$ cat config.mk
export PLATFORM = sky130hd
export DESIGN_NAME = rdac_top
export DESIGN_NICKNAME = d
export VERILOG_FILES = /design/src/rdac_pkg.sv /design/src/rdac_reg_word.sv /design/src/rdac_top.sv
export VERILOG_INCLUDE_DIRS = /design/src
export SDC_FILE = /design/constraint.sdc
export NUM_CORES = 1
export LEC_CHECK = 0
export ABC_AREA = 1
export BUFFER_PORTS_ARGS = -buffer_cell sky130_fd_sc_hd__clkbuf_2
export CORE_UTILIZATION = 45
export DETAILED_ROUTE_END_ITERATION = 8
export HOLD_SLACK_MARGIN = 0.06
export PLACE_DENSITY = 0.71
export SETUP_SLACK_MARGIN = 0.2
export SLEW_MARGIN = 20
export SYNTH_ARGS = -nofsm -noshare
export SYNTH_HDL_FRONTEND = slang
export SYNTH_SLANG_ARGS = --single-unit
$ cat constraint.sdc
create_clock -name clock -period 1.39 [get_ports clock]
set_input_delay 0.2085 -clock clock [delete_from_list [all_inputs] [get_ports clock]]
set_output_delay 0.2085 -clock clock [all_outputs]
set_load 0.05 [all_outputs]
$ cat src/rdac_defs.svh
// register map, field positions and reset values of the receiver adaptation config bank
`ifndef RDAC_DEFS_SVH
`define RDAC_DEFS_SVH

`define RDAC_DATA_W            16
`define RDAC_ADDR_W            16
`define RDAC_NUM_REGS          5

// register offsets on the management interface
`define RDAC_OFF_SWEEP         16'h030f
`define RDAC_OFF_GAINMAP       16'h0311
`define RDAC_OFF_FORCED        16'h0313
`define RDAC_OFF_TLOOP         16'h031c
`define RDAC_OFF_LPI           16'h031f

// register indices inside the bank
`define RDAC_IDX_SWEEP         0
`define RDAC_IDX_GAINMAP       1
`define RDAC_IDX_FORCED        2
`define RDAC_IDX_TLOOP         3
`define RDAC_IDX_LPI           4

// reset values (only the bits held by this bank)
`define RDAC_RST_SWEEP         16'h0064
`define RDAC_RST_GAINMAP       16'h01fc
`define RDAC_RST_FORCED        16'h06f8
`define RDAC_RST_TLOOP         16'h1101
`define RDAC_RST_LPI           16'hfc36

// writable bits; everything else is reserved and reads zero
`define RDAC_WM_SWEEP          16'h007f
`define RDAC_WM_GAINMAP        16'he1fe
`define RDAC_WM_FORCED         16'hffff
`define RDAC_WM_TLOOP          16'hffff
`define RDAC_WM_LPI            16'hfffe

// adaptation freeze and sweep register fields
`define RDAC_F_STATE2_HOLD     6
`define RDAC_F_STATE3_HOLD     5
`define RDAC_F_CHECK_HI        4
`define RDAC_F_CHECK_LO        2
`define RDAC_F_FREQACC_CLR     1
`define RDAC_F_DFE_RESET       0

// gain map and coefficient select fields
`define RDAC_F_GAINMAP_HI      15
`define RDAC_F_GAINMAP_LO      14
`define RDAC_F_COEFF_SRC       13
`define RDAC_F_C0_SHORT_HI     8
`define RDAC_F_C0_SHORT_LO     1
`define RDAC_GAINMAP_ILLEGAL   2'h3

// forced coefficient fields
`define RDAC_F_C0_LONG_HI      15
`define RDAC_F_C0_LONG_LO      8
`define RDAC_F_C1_SHORT_HI     7
`define RDAC_F_C1_SHORT_LO     0

// timing loop fields
`define RDAC_F_KP_FORCE_EN     15
`define RDAC_F_KF_FORCE_EN     14
`define RDAC_F_KP_VAL_HI       13
`define RDAC_F_KP_VAL_LO       11
`define RDAC_F_KF_VAL_HI       10
`define RDAC_F_KF_VAL_LO       7
`define RDAC_F_KP_HOLD_EN      6
`define RDAC_F_KP_HOLD_VAL     5
`define RDAC_F_KF_HOLD_EN      4
`define RDAC_F_KF_HOLD_VAL     3
`define RDAC_F_PD_INVERT       2
`define RDAC_F_ENERGY_SEL      1
`define RDAC_F_PRECURSOR_EN    0

// low-power-idle freeze group fields
`define RDAC_F_HOLDGRP_HI      15
`define RDAC_F_HOLDGRP_LO      11
`define RDAC_F_WAKEGRP_HI      10
`define RDAC_F_WAKEGRP_LO      6
`define RDAC_F_FLUSHGRP_HI     5
`define RDAC_F_FLUSHGRP_LO     1

`endif

$ cat src/rdac_pkg.sv
// types shared by the receiver adaptation config bank
`default_nettype none
package rdac_pkg;

	// adaptation sequencer state reported by the equalizer engine
	typedef enum logic [2:0] {
		RDAC_ADAPT_IDLE   = 3'b000,
		RDAC_ADAPT_FFE1   = 3'b001,
		RDAC_ADAPT_FFE2   = 3'b010,
		RDAC_ADAPT_FFE3   = 3'b011,
		RDAC_ADAPT_SWEEP  = 3'b100,
		RDAC_ADAPT_STEADY = 3'b101
	} rdac_adapt_type;

	// low-power-idle sequencer state
	typedef enum logic [1:0] {
		RDAC_LPI_ACTIVE = 2'b00,
		RDAC_LPI_HOLD   = 2'b01,
		RDAC_LPI_WAKE   = 2'b10,
		RDAC_LPI_FLUSH  = 2'b11
	} rdac_lpi_type;

	// cable length class from the length estimator
	typedef enum logic [1:0] {
		RDAC_CABLE_SHORT = 2'b00,
		RDAC_CABLE_MID   = 2'b01,
		RDAC_CABLE_LONG  = 2'b10
	} rdac_cable_type;

	// freeze groups, msb first as laid out in the register
	typedef struct packed {
		logic ffe;
		logic integ_arm;
		logic prop_arm;
		logic dfe;
		logic gain_blocks;
	} rdac_groups_type;

	// management access request
	typedef struct packed {
		logic [15:0] addr;
		logic [15:0] wdata;
		logic        write;
		logic        read;
	} rdac_mgmt_type;

	// metric checks enabled during the equalizer sweep
	typedef struct packed {
		logic precursor;
		logic mse;
		logic dfe_coeff;
	} rdac_checks_type;

endpackage : rdac_pkg
`default_nettype wire

$ cat src/rdac_reg_word.sv
// one configuration word with reset value and writable-bit mask
`default_nettype none
`include "rdac_defs.svh"
module rdac_reg_word #(
	parameter logic [15:0] RESET_VALUE = 16'h0000,
	parameter logic [15:0] WRITE_MASK  = 16'hffff
) (
	// clock and reset
	input  wire logic        clock,
	input  wire logic        sys_rst,
	// write side
	input  wire logic        write_en,
	input  wire logic [15:0] wdata,
	// stored word
	output logic      [15:0] value
);

	// reserved bits are masked out of both reset and write so they always read zero
	always_ff @(posedge clock)
	begin
		if (sys_rst)
			value <= RESET_VALUE & WRITE_MASK;
		else if (write_en)
			value <= wdata & WRITE_MASK;
	end

endmodule : rdac_reg_word
`default_nettype wire

$ cat src/rdac_top.sv
// receiver adaptation configuration bank and the steering it applies to the dsp
`default_nettype none
`include "rdac_defs.svh"
module rdac_top #(
	parameter int COEFF_WIDTH = 8,
	parameter int KP_WIDTH    = 3,
	parameter int KF_WIDTH    = 4
) (
	// clock and reset
	input  wire logic                  clock,
	input  wire logic                  sys_rst,
	// management register access
	input  wire rdac_pkg::rdac_mgmt_type mgmt_req,
	output logic [15:0]                mgmt_rdata,
	output logic                       mgmt_rvalid,
	// status from the adaptation engine
	input  wire rdac_pkg::rdac_adapt_type adapt_state,
	input  wire logic                  sweep_iter_start,
	input  wire rdac_pkg::rdac_cable_type cable_class,
	input  wire rdac_pkg::rdac_lpi_type lpi_state,
	input  wire logic [KP_WIDTH-1:0]   adaptive_prop_gain,
	input  wire logic [KF_WIDTH-1:0]   adaptive_integ_gain,
	input  wire logic                  adaptive_prop_hold,
	input  wire logic                  adaptive_integ_hold,
	// equalizer steering
	output logic                       ffe_hold,
	output logic                       dfe_hold,
	output logic                       gain_blocks_hold,
	output rdac_pkg::rdac_checks_type  sweep_checks,
	output logic                       precursor_metric_enable,
	output logic                       freqacc_clear,
	output logic                       dfe_coeff_reset,
	output logic [1:0]                 gain_map_sel,
	output logic                       coeff_source_table,
	output logic [COEFF_WIDTH-1:0]     forced_coeff0,
	output logic                       forced_coeff0_valid,
	output logic [COEFF_WIDTH-1:0]     forced_coeff1,
	output logic                       forced_coeff1_valid,
	// timing loop steering
	output logic [KP_WIDTH-1:0]        prop_gain,
	output logic [KF_WIDTH-1:0]        integ_gain,
	output logic                       prop_arm_hold,
	output logic                       integ_arm_hold,
	output logic                       phase_detector_invert,
	output logic                       energy_input_adc
);

	////////////////////////////////////////////////////////////////////////////
	// elaboration checks

	if (COEFF_WIDTH != `RDAC_F_C0_LONG_HI - `RDAC_F_C0_LONG_LO + 1)
		$error("coefficient width must match the register field");
	if (KP_WIDTH != `RDAC_F_KP_VAL_HI - `RDAC_F_KP_VAL_LO + 1)
		$error("proportional gain width must match the register field");
	if (KF_WIDTH != `RDAC_F_KF_VAL_HI - `RDAC_F_KF_VAL_LO + 1)
		$error("integral gain width must match the register field");

	////////////////////////////////////////////////////////////////////////////
	// register bank

	localparam logic [15:0] REG_OFFSET [`RDAC_NUM_REGS] = '{
		`RDAC_OFF_SWEEP, `RDAC_OFF_GAINMAP, `RDAC_OFF_FORCED, `RDAC_OFF_TLOOP, `RDAC_OFF_LPI};
	localparam logic [15:0] REG_RESET [`RDAC_NUM_REGS] = '{
		`RDAC_RST_SWEEP, `RDAC_RST_GAINMAP, `RDAC_RST_FORCED, `RDAC_RST_TLOOP, `RDAC_RST_LPI};
	localparam logic [15:0] REG_MASK [`RDAC_NUM_REGS] = '{
		`RDAC_WM_SWEEP, `RDAC_WM_GAINMAP, `RDAC_WM_FORCED, `RDAC_WM_TLOOP, `RDAC_WM_LPI};

	logic [15:0]              reg_value [`RDAC_NUM_REGS];
	logic [`RDAC_NUM_REGS-1:0] reg_hit;
	logic [15:0]              reg_wdata [`RDAC_NUM_REGS];
	logic [15:0]              next_rdata;

	for (genvar i = 0; i < `RDAC_NUM_REGS; i++)
	begin : g_reg
		assign reg_hit[i] = (mgmt_req.addr == REG_OFFSET[i]);

		// the gain map select has no fourth code: a write of it keeps the old select
		if (i == `RDAC_IDX_GAINMAP)
		begin : g_gainmap
			assign reg_wdata[i] = (mgmt_req.wdata[`RDAC_F_GAINMAP_HI:`RDAC_F_GAINMAP_LO]
				== `RDAC_GAINMAP_ILLEGAL)
				? {reg_value[i][`RDAC_F_GAINMAP_HI:`RDAC_F_GAINMAP_LO],
				   mgmt_req.wdata[`RDAC_F_GAINMAP_LO-1:0]}
				: mgmt_req.wdata;
		end
		else
		begin : g_plain
			assign reg_wdata[i] = mgmt_req.wdata;
		end

		rdac_reg_word #(
			.RESET_VALUE (REG_RESET[i]),
			.WRITE_MASK  (REG_MASK[i])
		) u_word (
			.clock    (clock),
			.sys_rst  (sys_rst),
			.write_en (mgmt_req.write & reg_hit[i]),
			.wdata    (reg_wdata[i]),
			.value    (reg_value[i])
		);
	end

	// unmapped addresses read zero
	always_comb
	begin
		next_rdata = 16'h0000;
		for (int i = 0; i < `RDAC_NUM_REGS; i++)
			if (reg_hit[i])
				next_rdata = reg_value[i];
	end

	always_ff @(posedge clock)
	begin
		if (sys_rst)
		begin
			mgmt_rdata  <= 16'h0000;
			mgmt_rvalid <= 1'b0;
		end
		else
		begin
			mgmt_rvalid <= mgmt_req.read;
			if (mgmt_req.read)
				mgmt_rdata <= next_rdata;
		end
	end

	////////////////////////////////////////////////////////////////////////////
	// field views

	logic [15:0] sweep_reg;
	logic [15:0] gainmap_reg;
	logic [15:0] forced_reg;
	logic [15:0] tloop_reg;
	logic [15:0] lpi_reg;

	assign sweep_reg   = reg_value[`RDAC_IDX_SWEEP];
	assign gainmap_reg = reg_value[`RDAC_IDX_GAINMAP];
	assign forced_reg  = reg_value[`RDAC_IDX_FORCED];
	assign tloop_reg   = reg_value[`RDAC_IDX_TLOOP];
	assign lpi_reg     = reg_value[`RDAC_IDX_LPI];

	////////////////////////////////////////////////////////////////////////////
	// low-power-idle freeze groups

	rdac_pkg::rdac_groups_type next_groups;

	always_comb
	begin
		unique case (lpi_state)
			rdac_pkg::RDAC_LPI_ACTIVE:
				next_groups = '0;
			rdac_pkg::RDAC_LPI_HOLD:
				next_groups = lpi_reg[`RDAC_F_HOLDGRP_HI:`RDAC_F_HOLDGRP_LO];
			rdac_pkg::RDAC_LPI_WAKE:
				next_groups = lpi_reg[`RDAC_F_WAKEGRP_HI:`RDAC_F_WAKEGRP_LO];
			rdac_pkg::RDAC_LPI_FLUSH:
				next_groups = lpi_reg[`RDAC_F_FLUSHGRP_HI:`RDAC_F_FLUSHGRP_LO];
		endcase
	end

	////////////////////////////////////////////////////////////////////////////
	// equalizer freeze by adaptation state

	logic next_ffe_state_hold;

	always_comb
	begin
		unique case (adapt_state)
			rdac_pkg::RDAC_ADAPT_FFE2:
				next_ffe_state_hold = sweep_reg[`RDAC_F_STATE2_HOLD];
			rdac_pkg::RDAC_ADAPT_FFE3:
				next_ffe_state_hold = sweep_reg[`RDAC_F_STATE3_HOLD];
			rdac_pkg::RDAC_ADAPT_IDLE,
			rdac_pkg::RDAC_ADAPT_FFE1,
			rdac_pkg::RDAC_ADAPT_SWEEP,
			rdac_pkg::RDAC_ADAPT_STEADY:
				next_ffe_state_hold = 1'b0;
			default:
				next_ffe_state_hold = 1'b0;
		endcase
	end

	always_ff @(posedge clock)
	begin
		if (sys_rst)
		begin
			ffe_hold         <= 1'b0;
			dfe_hold         <= 1'b0;
			gain_blocks_hold <= 1'b0;
		end
		else
		begin
			ffe_hold         <= next_ffe_state_hold | next_groups.ffe;
			dfe_hold         <= next_groups.dfe;
			gain_blocks_hold <= next_groups.gain_blocks;
		end
	end

	////////////////////////////////////////////////////////////////////////////
	// sweep checks and per-iteration actions

	always_ff @(posedge clock)
	begin
		if (sys_rst)
		begin
			sweep_checks            <= '0;
			precursor_metric_enable <= 1'b0;
			freqacc_clear           <= 1'b0;
			dfe_coeff_reset         <= 1'b0;
		end
		else
		begin
			sweep_checks            <= sweep_reg[`RDAC_F_CHECK_HI:`RDAC_F_CHECK_LO];
			precursor_metric_enable <= tloop_reg[`RDAC_F_PRECURSOR_EN];
			// one-cycle pulses, only while the sweep is running
			freqacc_clear   <= sweep_iter_start & sweep_reg[`RDAC_F_FREQACC_CLR] &
				(adapt_state == rdac_pkg::RDAC_ADAPT_SWEEP);
			dfe_coeff_reset <= sweep_iter_start & sweep_reg[`RDAC_F_DFE_RESET] &
				(adapt_state == rdac_pkg::RDAC_ADAPT_SWEEP);
		end
	end

	////////////////////////////////////////////////////////////////////////////
	// coefficient selection and forced coefficients

	always_ff @(posedge clock)
	begin
		if (sys_rst)
		begin
			gain_map_sel        <= 2'h0;
			coeff_source_table  <= 1'b0;
			forced_coeff0       <= '0;
			forced_coeff0_valid <= 1'b0;
			forced_coeff1       <= '0;
			forced_coeff1_valid <= 1'b0;
		end
		else
		begin
			gain_map_sel       <= gainmap_reg[`RDAC_F_GAINMAP_HI:`RDAC_F_GAINMAP_LO];
			coeff_source_table <= gainmap_reg[`RDAC_F_COEFF_SRC];
			forced_coeff0_valid <= (cable_class == rdac_pkg::RDAC_CABLE_SHORT) |
				(cable_class == rdac_pkg::RDAC_CABLE_LONG);
			forced_coeff1_valid <= (cable_class == rdac_pkg::RDAC_CABLE_SHORT);
			forced_coeff1 <= forced_reg[`RDAC_F_C1_SHORT_HI:`RDAC_F_C1_SHORT_LO];
			// long cables hold no second coefficient here, so only the first switches
			if (cable_class == rdac_pkg::RDAC_CABLE_LONG)
				forced_coeff0 <= forced_reg[`RDAC_F_C0_LONG_HI:`RDAC_F_C0_LONG_LO];
			else
				forced_coeff0 <= gainmap_reg[`RDAC_F_C0_SHORT_HI:`RDAC_F_C0_SHORT_LO];
		end
	end

	////////////////////////////////////////////////////////////////////////////
	// timing loop gains and arm holds

	always_ff @(posedge clock)
	begin
		if (sys_rst)
		begin
			prop_gain             <= '0;
			integ_gain            <= '0;
			prop_arm_hold         <= 1'b0;
			integ_arm_hold        <= 1'b0;
			phase_detector_invert <= 1'b0;
			energy_input_adc      <= 1'b0;
		end
		else
		begin
			prop_gain <= tloop_reg[`RDAC_F_KP_FORCE_EN]
				? tloop_reg[`RDAC_F_KP_VAL_HI:`RDAC_F_KP_VAL_LO]
				: adaptive_prop_gain;
			integ_gain <= tloop_reg[`RDAC_F_KF_FORCE_EN]
				? tloop_reg[`RDAC_F_KF_VAL_HI:`RDAC_F_KF_VAL_LO]
				: adaptive_integ_gain;
			// the idle sequencer can still freeze an arm that the override lets run
			prop_arm_hold <= (tloop_reg[`RDAC_F_KP_HOLD_EN]
				? tloop_reg[`RDAC_F_KP_HOLD_VAL]
				: adaptive_prop_hold) | next_groups.prop_arm;
			integ_arm_hold <= (tloop_reg[`RDAC_F_KF_HOLD_EN]
				? tloop_reg[`RDAC_F_KF_HOLD_VAL]
				: adaptive_integ_hold) | next_groups.integ_arm;
			phase_detector_invert <= tloop_reg[`RDAC_F_PD_INVERT];
			energy_input_adc      <= tloop_reg[`RDAC_F_ENERGY_SEL];
		end
	end

endmodule : rdac_top
`default_nettype wire

# Word level (Yosys, flattened, before mapping)
# Index checks and enable logic that the tools add are counted.
# Widths: inputs -> output; s select.
# op_classes
bitwise,14
reduce_logical,3
n_mux,12
eq_ne,13
# ops
op,count
$eq 16x10->1 const B,5
$mux 16,4
$pmux 5 s4,1
$and 1x1->1,9
$eq 2x2->1 const B,4
$mux 8,1
$mux 7,1
$eq 3x2->1 const B,2
$logic_not 2->1,2
$mux 4,1
$or 1x1->1,4
$eq 3x3->1 const B,1
$mux 3,1
$eq 2x1->1 const B,1
$mux 1,2
$pmux 1 s2,1
$reduce_and 2->1,1
$not 1->1,1
# word_totals
register_bits,123
inputBits,53

# Logic depth before layout (Yosys ltp)
# Gate-level depths: netlist of the first run.
# logic_depth
ltp_word,6
depth_mapped,11

# By module
# From an unflattened synthesis of the first run, not the netlist that was laid out.
# unflattened
cells_unflattened,807
hier_area_um2,5630.4
# modules_own_cells
mod,instances,cells_each,area_per_inst_um2
rdac_top,1,434,2937.8
rdac_reg_word (g_reg[3].u_word),1,96,651.9
rdac_reg_word (g_reg[2].u_word),1,88,643.1
rdac_reg_word (g_reg[4].u_word),1,77,564.3
rdac_reg_word (g_reg[1].u_word),1,63,483.0
rdac_reg_word (g_reg[0].u_word),1,49,350.3

# Worst setup path after synthesis of the first run
# No wires, ideal clock.
# synth_timing
kind,input -> register
start,input mgmt_req[33] (netlist bit)
end,register g_reg[4].u_word.value[6]
path_stages,9
required_ns,1.271
setup_slack_ns,0.027
arrival_ns,1.244
cell_sequence,nor2_1 > nand2_1 > nor2_2 > buf_6 > nand4_4 > or2_0 > buf_2 > o21ai_0 > a21oi_1
# synth_via
elab_chain_len,2
# synth_lines
element,line,source
from (decl),rdac_top.sv:13,"input wire rdac_pkg::rdac_mgmt_type mgmt_req,"
$eq 16x10->1,rdac_top.sv:75,assign reg_hit[i] = (mgmt_req.addr == REG_OFFSET[i]);
$and 1x1->1,rdac_top.sv:97,".write_en (mgmt_req.write & reg_hit[i]),"
to (signal assigned),rdac_reg_word.sv:22,value <= RESET_VALUE & WRITE_MASK;
to (signal assigned),rdac_reg_word.sv:24,value <= wdata & WRITE_MASK;
to (decl),rdac_reg_word.sv:15,output logic [15:0] value
# No other way between the ends.
# A chain may end at the register's enable or synchronous reset.

# Worst setup path after layout of the first run
# layout_timing
start,register mgmt_rdata[14]
end,output mgmt_rdata[14]
# layout_rtl
element,line,source
from (decl),rdac_top.sv:14,"output logic [15:0] mgmt_rdata,"
from (signal assigned),rdac_top.sv:123,mgmt_rdata <= next_rdata;
# No word-level cell between the ends.

==> results of run 1 <==
==> worst paths after layout <==
kind                                                              from                           to  slack, ps  cells after the start
worst min-delay path                                adaptive_prop_hold     prop_arm_hold$_SDFF_PP0_         80                      3
worst max-delay path                       mgmt_rdata[14]$_SDFFE_PP0P_               mgmt_rdata[14]        130                      1
worst min register to register   g_reg[0].u_word.value[4]$_SDFFE_PP0P_   sweep_checks[2]$_SDFF_PP0_        450                      2
worst max register to register  g_reg[3].u_word.value[14]$_SDFFE_PP0P_  mgmt_rdata[14]$_SDFFE_PP0P_        300                      4
==> routing by layer <==
layer	part of all wire (%)	global-route usage [%]	vias up
li1	-	-	2404
met1	40	35.4	2286
met2	48	46.8	266
met3	8.2	5.94	48
met4	3.9	15.7	0
met5	0	0	-
==> power groups by stage <==
stage	sequential [mW]	combinational, mW	clock, mW
floorplan	3.88	0.182	0
global placement	3.68	0.625	0
detailed placement	3.68	0.629	0
CTS	3.62	0.802	4.70
global route	3.64	0.891	4.88
finish	3.63	0.847	4.68
==> cells by family (layout without fill, tap and decap cells) <==
| group | after synthesis | count (layout) |
|---|---|---|
| muxes | 1 | 1 |
| buffers and inverters | 105 | 286 |
| and+or+nand+nor | 233 | 233 |
| AOI/OAI and AO/OA | 170 | 170 |
| DFF | 123 | 123 |
==> final cells by class <==
class	instances	area share [%]
clock buffers	23	6.41
clock inverters	9	2.14
inverters	75	3.80
multi-input cells	404	26.3
flip-flops and latches	123	34.2
well taps	136	2.29
repair buffers	179	24.9
==> what timing repair did <==
item	in CTS	in global routing
hold buffers	31	0
gates resized for setup	180	63
hold endpoints to repair	53	0
buffers inserted	0	3
setup endpoints to repair	58	82
==> registers in the layout (all words and copies together), names as in the netlist, 2 cells and up <==
| signal | flops |
|---|---|
| forced_coeff1 | 8 |
| g.u_word.value | 65 |
| prop_gain | 3 |
| mgmt_rdata | 16 |
| forced_coeff0 | 8 |
| gain_map_sel | 2 |
| integ_gain | 4 |
| sweep_checks | 3 |
==> Yosys cell counts, types with 3 or more instances <==
cell type / count
inv_1: 68
clkbuf_1: 21
inv_2: 4
nand2_1: 126
buf_2: 4
o211ai_1: 21
nand3_1: 32
o21ai_0: 69
a211oi_1: 4
nand2_2: 3
nor2_1: 60
clkinv_1: 3
dfxtp_1: 123
a21oi_1: 69
==> through the flow <==
step           total power [mW]  hold slack [ps]  area, um^2  instances
2_1_floorplan              4.06              281        4860        632
3_3_place_gp               4.30              388        5730        883
3_5_place_dp               4.31              391        5730        883
4_1_cts                    9.13             62.6        7340        946
5_1_grt                    9.40              104        7440        949
6_report                   9.16             75.7        7440        949
==> placed cells by master, fill, tap and decap left out, drive strengths merged <==
cell type / count
a211oi: 4
a21oi: 69
a221oi: 1
a31oi: 1
a41oi: 1
and2: 1
buf: 89
bufinv: 4
clkbuf: 82
clkinv: 6
clkinvlp: 1
dfxtp: 123
dlygate4sd3: 31
inv: 73
mux2i: 1
nand2: 129
nand3: 32
nand3b: 2
nand4: 1
nor2: 64
nor3: 1
nor4: 2
o2111ai: 1
o211a: 1
o211ai: 21
o21ai: 70
o221ai: 1
or2: 1
==> results by group, run 1 <==
Worst setup path
  • Critical path required time: 1180 ps
  • Critical path's top delay family: flip-flops
  • CP startpoint kind: flop
  • Crit Path Class: flop to output port
  • Crit path cell chain: clkbuf_16
  • CP max FO: 2
  • Worst Setup End Kind: output port
  • Worst Path Buf+Inv: 1
  • CP max-delay cell: dfxtp_4
  • CP peak stage delay: 380 ps
  • Worst path arrival time: 1050 ps

Synthesis
  • Cell count after synthesis: 632
  • Library cells used by synthesis: 33
  • Mux cell area share after synthesis: 0.208%
  • Sequential area share after synthesis: between 50 and 60%
  • Seq cells post-synth: 123
  • XOR/XNOR share of the synthesized area: 0%
  • Yosys top cell area share: about half
  • Mapped Nets: 685
  • Synth area leaders: dfxtp_1, nand2_1, a21oi_1
  • Main synth FF type: dfxtp_1
  • Area share of fa/ha/maj cells after synthesis: 0%
  • Average size of a mapped cell: 7.61 um^2
  • Largest family of logic cells by synthesized area: simple AND/OR/NAND/NOR gates
  • Mapped Area: 4810 um^2
  • Simple-gate portion of the synthesized area: 20.4%
  • Yosys warning count: 0
  • Post-synth ARST share: 0%
  • Area leader, netlist: dfxtp_1
  • Compound-Gate Fraction of Synth Area: between 10% and 20%
  • Number of synthesized flops with an enable pin: 0

Placed design
  • Post-DP HPWL: roughly 10 mm
  • Worst slack, placed: -277 ps
  • Port Buffers: 110
  • RePlAce Congestion: 0.918

Routing
  • Starting DRC count in detailed routing: roughly 370
  • Via-to-Cell Ratio: 5.27
  • Drt total wl: 15.6 mm
  • Vias: approximately 5000
  • Antenna Nets Post-Route: 0
  • DR WL/cell: around 16 um
  • DR pass1 iterations: 5
  • DRC viols: 0

Final layout
  • N_diodes: 0
  • Fillers: 707
  • Total area of sequential cells: 2540 um^2
  • Area Overhead vs Synth: 54.7%
  • Final net count: 853
  • Share of post-route cells with drive strength above 1: 31.7%
  • Core Util, Final: 72.1%
  • Area of the multi-input gates: a little under 2000 um^2

GRT
  • Pin count of the biggest net entering global routing: 73
  • First-pass GRT wire length: around 24 mm
  • Gr ovfl total: 0
  • GR Util All Layers: 28.7%
  • Number of global-route vias before repair: just under 5000
  • Initial antenna violation count: 0

Job
  • # Max-Cap Violations: 0

Die
  • Rows: 37
  • Core region area: around 10000 um^2
  • Die area: roughly 11000 um^2
  • Initial Util: a little under half
  • Die W: 105 um
  • Num ports: 111
  • Die Ht: approximately 110 um

CTS
  • CTS HTree Levels: 4
  • Clk_lat worst skew: 520 ps
  • CTS Buf Count: 17
  • TritonCTS clock tree: yes
  • # clock sinks: 123
  • Root Driver: clkbuf_8
  • Clock buffer depth: 2
  • Clock transition at path regs: approximately 60 ps

Timing
  • Worst setup margin: between 100 and 150 ps
  • Layout Skew: 5.53 ps
  • Final TNS setup: 0 ps
  • Tmin final: 1260 ps
  • F_max: 792 MHz
  • RSZ-0062 raised after global routing: true
  • Endpoints failing hold: 0
  • Worst slew pin tran: 542 ps
  • Fin. max-slew vios: 0
  • Final setup viols: 0
  • Final Cycle Share: 90.8%
  • Slew Limit Headroom: around 64%

Power
  • Pwr per Cell Area: between 1000 and 1500 nW/um^2
  • Pint: 7.06 mW
  • Sequential share of power: 39.7%
  • Peak VDD IR: between 0.7 and 0.8 mV
  • Pleak: 3.31 nW
  • Sw power: 2.11 mW
  • Net Sw Frac: 23.0%
  • Comb power frac: 9.3%
  • Clock power share: 51.1%

Run status
  • Outcome: finished clean

Min path
  • Hold WC Path Type: input port to flop
Power figures use the tool's default switching activity.
==> inputs of run 2 (changes only) <==
--- a/config.mk
+++ b/config.mk
@@ -11,7 +11,7 @@
 export CORE_UTILIZATION = 45
 export DETAILED_ROUTE_END_ITERATION = 8
 export HOLD_SLACK_MARGIN = 0.06
-export PLACE_DENSITY = 0.71
+export PLACE_DENSITY = 0.69
 export SETUP_SLACK_MARGIN = 0.2
 export SLEW_MARGIN = 20
 export SYNTH_ARGS = -nofsm -noshare
==> constraint.sdc (replaced) <==
create_clock -name clock -period 1.2 [get_ports clock]
set_input_delay 0.18 -clock clock [delete_from_list [all_inputs] [get_ports clock]]
set_output_delay 0.18 -clock clock [all_outputs]
set_load 0.05 [all_outputs]
==> run 2 against run 1 <==
Against the previous run: the run now ends with negative setup slack left; worst setup slack got worse by 170 ps; clock power rose by 8.8%; routed wire length rose by 12%; first-iteration DRC count rose by 25%; via count rose by 5.3%; hold slack improved by 25 ps; die area did not move; global-route usage rose by 1.3 points; cell count rose by 1.7%; sequential share of layout area fell by 2.6 points; sequential power rose by 16%; critical path type unchanged; highest routed layer unchanged.
==> results by group, run 2 (synthesized netlist as in run 1, its figures left out) <==
Run status
  • Outcome: finished with violations
  • Violations in the final reports: negative setup slack

Final layout
  • Register with the most flip-flops: g.u_word.value
  • Non-Filler Instances: 965
  • Share of post-route cells with drive strength above 1: 42.0%
  • Total area of sequential cells: about 2500 um^2
  • Commonest non-fill, non-tap cell in the layout: nand2_1
  • Area of the multi-input gates: between 2000 and 2500 um^2
  • Final net count: 870
  • N_diodes: 0
  • Cell area after layout: 8060 um^2
  • Area Overhead vs Synth: 67.6%
  • Top flop regs: g.u_word.value x65, mgmt_rdata x16
  • Most frequent cells in the layout: nand2_1, dfxtp_1, inv_1
  • Fillers: 650
  • Max reg flops: 65

Routing
  • Via-to-Cell Ratio: 5.46
  • DRC viols: 0
  • Vias: about 5300
  • Antenna Nets Post-Route: 0
  • Starting DRC count in detailed routing: 459
  • DR WL/cell: approximately 18 um
  • DR pass1 iterations: 5
  • Drt total wl: 17.4 mm

Timing
  • Layout Skew: 5.74 ps
  • RSZ-0062 raised after global routing: true
  • Worst slew pin tran: roughly 360 ps
  • Endpoints failing hold: 0
  • Final Cycle Share: 104%
  • F_max: about 800 MHz
  • Tmin final: 1240 ps
  • Final setup viols: 18
  • Fin. max-slew vios: 0
  • Worst setup margin: -43.1 ps
  • Slew Limit Headroom: between 70% and 80%

Worst setup path
  • Worst Path Buf+Inv: 1
  • Worst path arrival time: 1060 ps
  • Critical path's top delay family: flip-flops
  • R2R setup slack: 190 ps
  • Crit path cell chain: clkbuf_16
  • CP max FO: 2
  • CP max-delay cell: dfxtp_4
  • CP startpoint kind: flop
  • Critical path required time: 1020 ps
  • CP peak stage delay: between 300 and 400 ps
  • Worst Setup End Kind: output port
  • Crit Path Class: flop to output port

Power
  • Pwr per Cell Area: about 1300 nW/um^2
  • Pleak: 3.55 nW
  • Total power draw: 10.4 mW
  • Peak VDD IR: 0.788 mV

CTS
  • # clock sinks: 123
  • CTS HTree Levels: 4
  • Clock buffer depth: 2
  • Clk_lat worst skew: 530 ps
  • Root Driver: clkbuf_8
  • TritonCTS clock tree: yes
  • CTS Buf Count: 17
  • Clock transition at path regs: 50 ps

GRT
  • GR Util All Layers: between 20% and 30%
  • Pin count of the biggest net entering global routing: 73
  • Gr ovfl total: 0
  • First-pass GRT wire length: 25.3 mm
  • Number of global-route vias before repair: 5066
  • Initial antenna violation count: 0

Die
  • Die W: ~110 um
  • Core region area: 10300 um^2
  • Die area: 11100 um^2
  • Rows: 37
  • Die Ht: roughly 110 um
  • Initial Util: 46.6%
  • Num ports: 111

Job
  • # Max-Cap Violations: 0

Placed design
  • Post-DP HPWL: 10.4 mm
  • Port Buffers: 110
  • RePlAce Congestion: 0.937
  • Placed cell count: 891
  • Placed Area: 5840 um^2

Min path
  • Hold WC Path Type: input port to flop
run 2: cell types whose count changed in the layout (fill, tap and decap cells not counted), moves of 11 or more:
cell and delta:
a21oi_1 -19, o21ai_2 +13, buf_6 +20, a21oi_2 +19, o21ai_0 -16, nor2_4 +11, nand2_1 -11, nor2_1 -13
run 2: final cells by class:
| class | count | area share [%] |
|---|---|---|
| clock buffer | 24 | 5.84 |
| clock inverter | 7 | 1.41 |
| inverter | 75 | 3.77 |
| multi-input combinational | 405 | 29.1 |
| sequential | 123 | 31.6 |
| tap | 136 | 2.11 |
| timing repair buffer | 195 | 26.2 |
run 2: path summary, 6_finish.rpt:
| path | endpoint | start | cells past startpoint |
|---|---|---|---|
| worst max-delay path | mgmt_rdata[15] | mgmt_rdata[15]$_SDFFE_PP0P_ | 1 |
| worst min register to register | sweep_checks[0]$_SDFF_PP0_ | g_reg[0].u_word.value[2]$_SDFFE_PP1P_ | 2 |
| worst min-delay path | forced_coeff0_valid$_SDFF_PP0_ | sys_rst | 3 |
| worst max register to register | mgmt_rdata[4]$_SDFFE_PP0P_ | g_reg[2].u_word.value[4]$_SDFFE_PP1P_ | 6 |
run 2: where the power goes:
group          switching [mW]  internal, mW
clock network            1.78          3.31
logic                   0.637         0.459
registers              0.0504          4.16
run 2: per-stage QoR:
stage               hold WS [ps]  setup WS [ps]  TNS (ps)  utilization (%)
detailed placement           370           -441    -24690             56.5
finish                       101          -43.1      -280             78.1
global placement             360           -377    -22410             56.5
CTS                         97.6          -68.5     -1150             72.3
global route                 106          -59.9      -928             78.1
floorplan                    252          -96.6     -1540                -
run 2: what timing repair did:
action                                  CTS  global route
gates cloned                              0             2
endpoints found under the setup margin   80           135
resized for setup                       200           184
pin swaps                                 6            45
endpoints found under the hold margin    77             0
hold buffers                             33             0
buffers inserted                          0             8
run 2: routing by layer:
metal / vias up / wire [um] / part of all wire, % / track usage, %
met5: - / 0 / 0 / 0
met4: 0 / 964 / 5.5 / 16.6
met3: 84 / 1300 / 7.5 / 6.74
met2: 300 / 8570 / 49 / 50.7
met1: 2440 / 6560 / 38 / 35.0
li1: 2447 / - / - / -
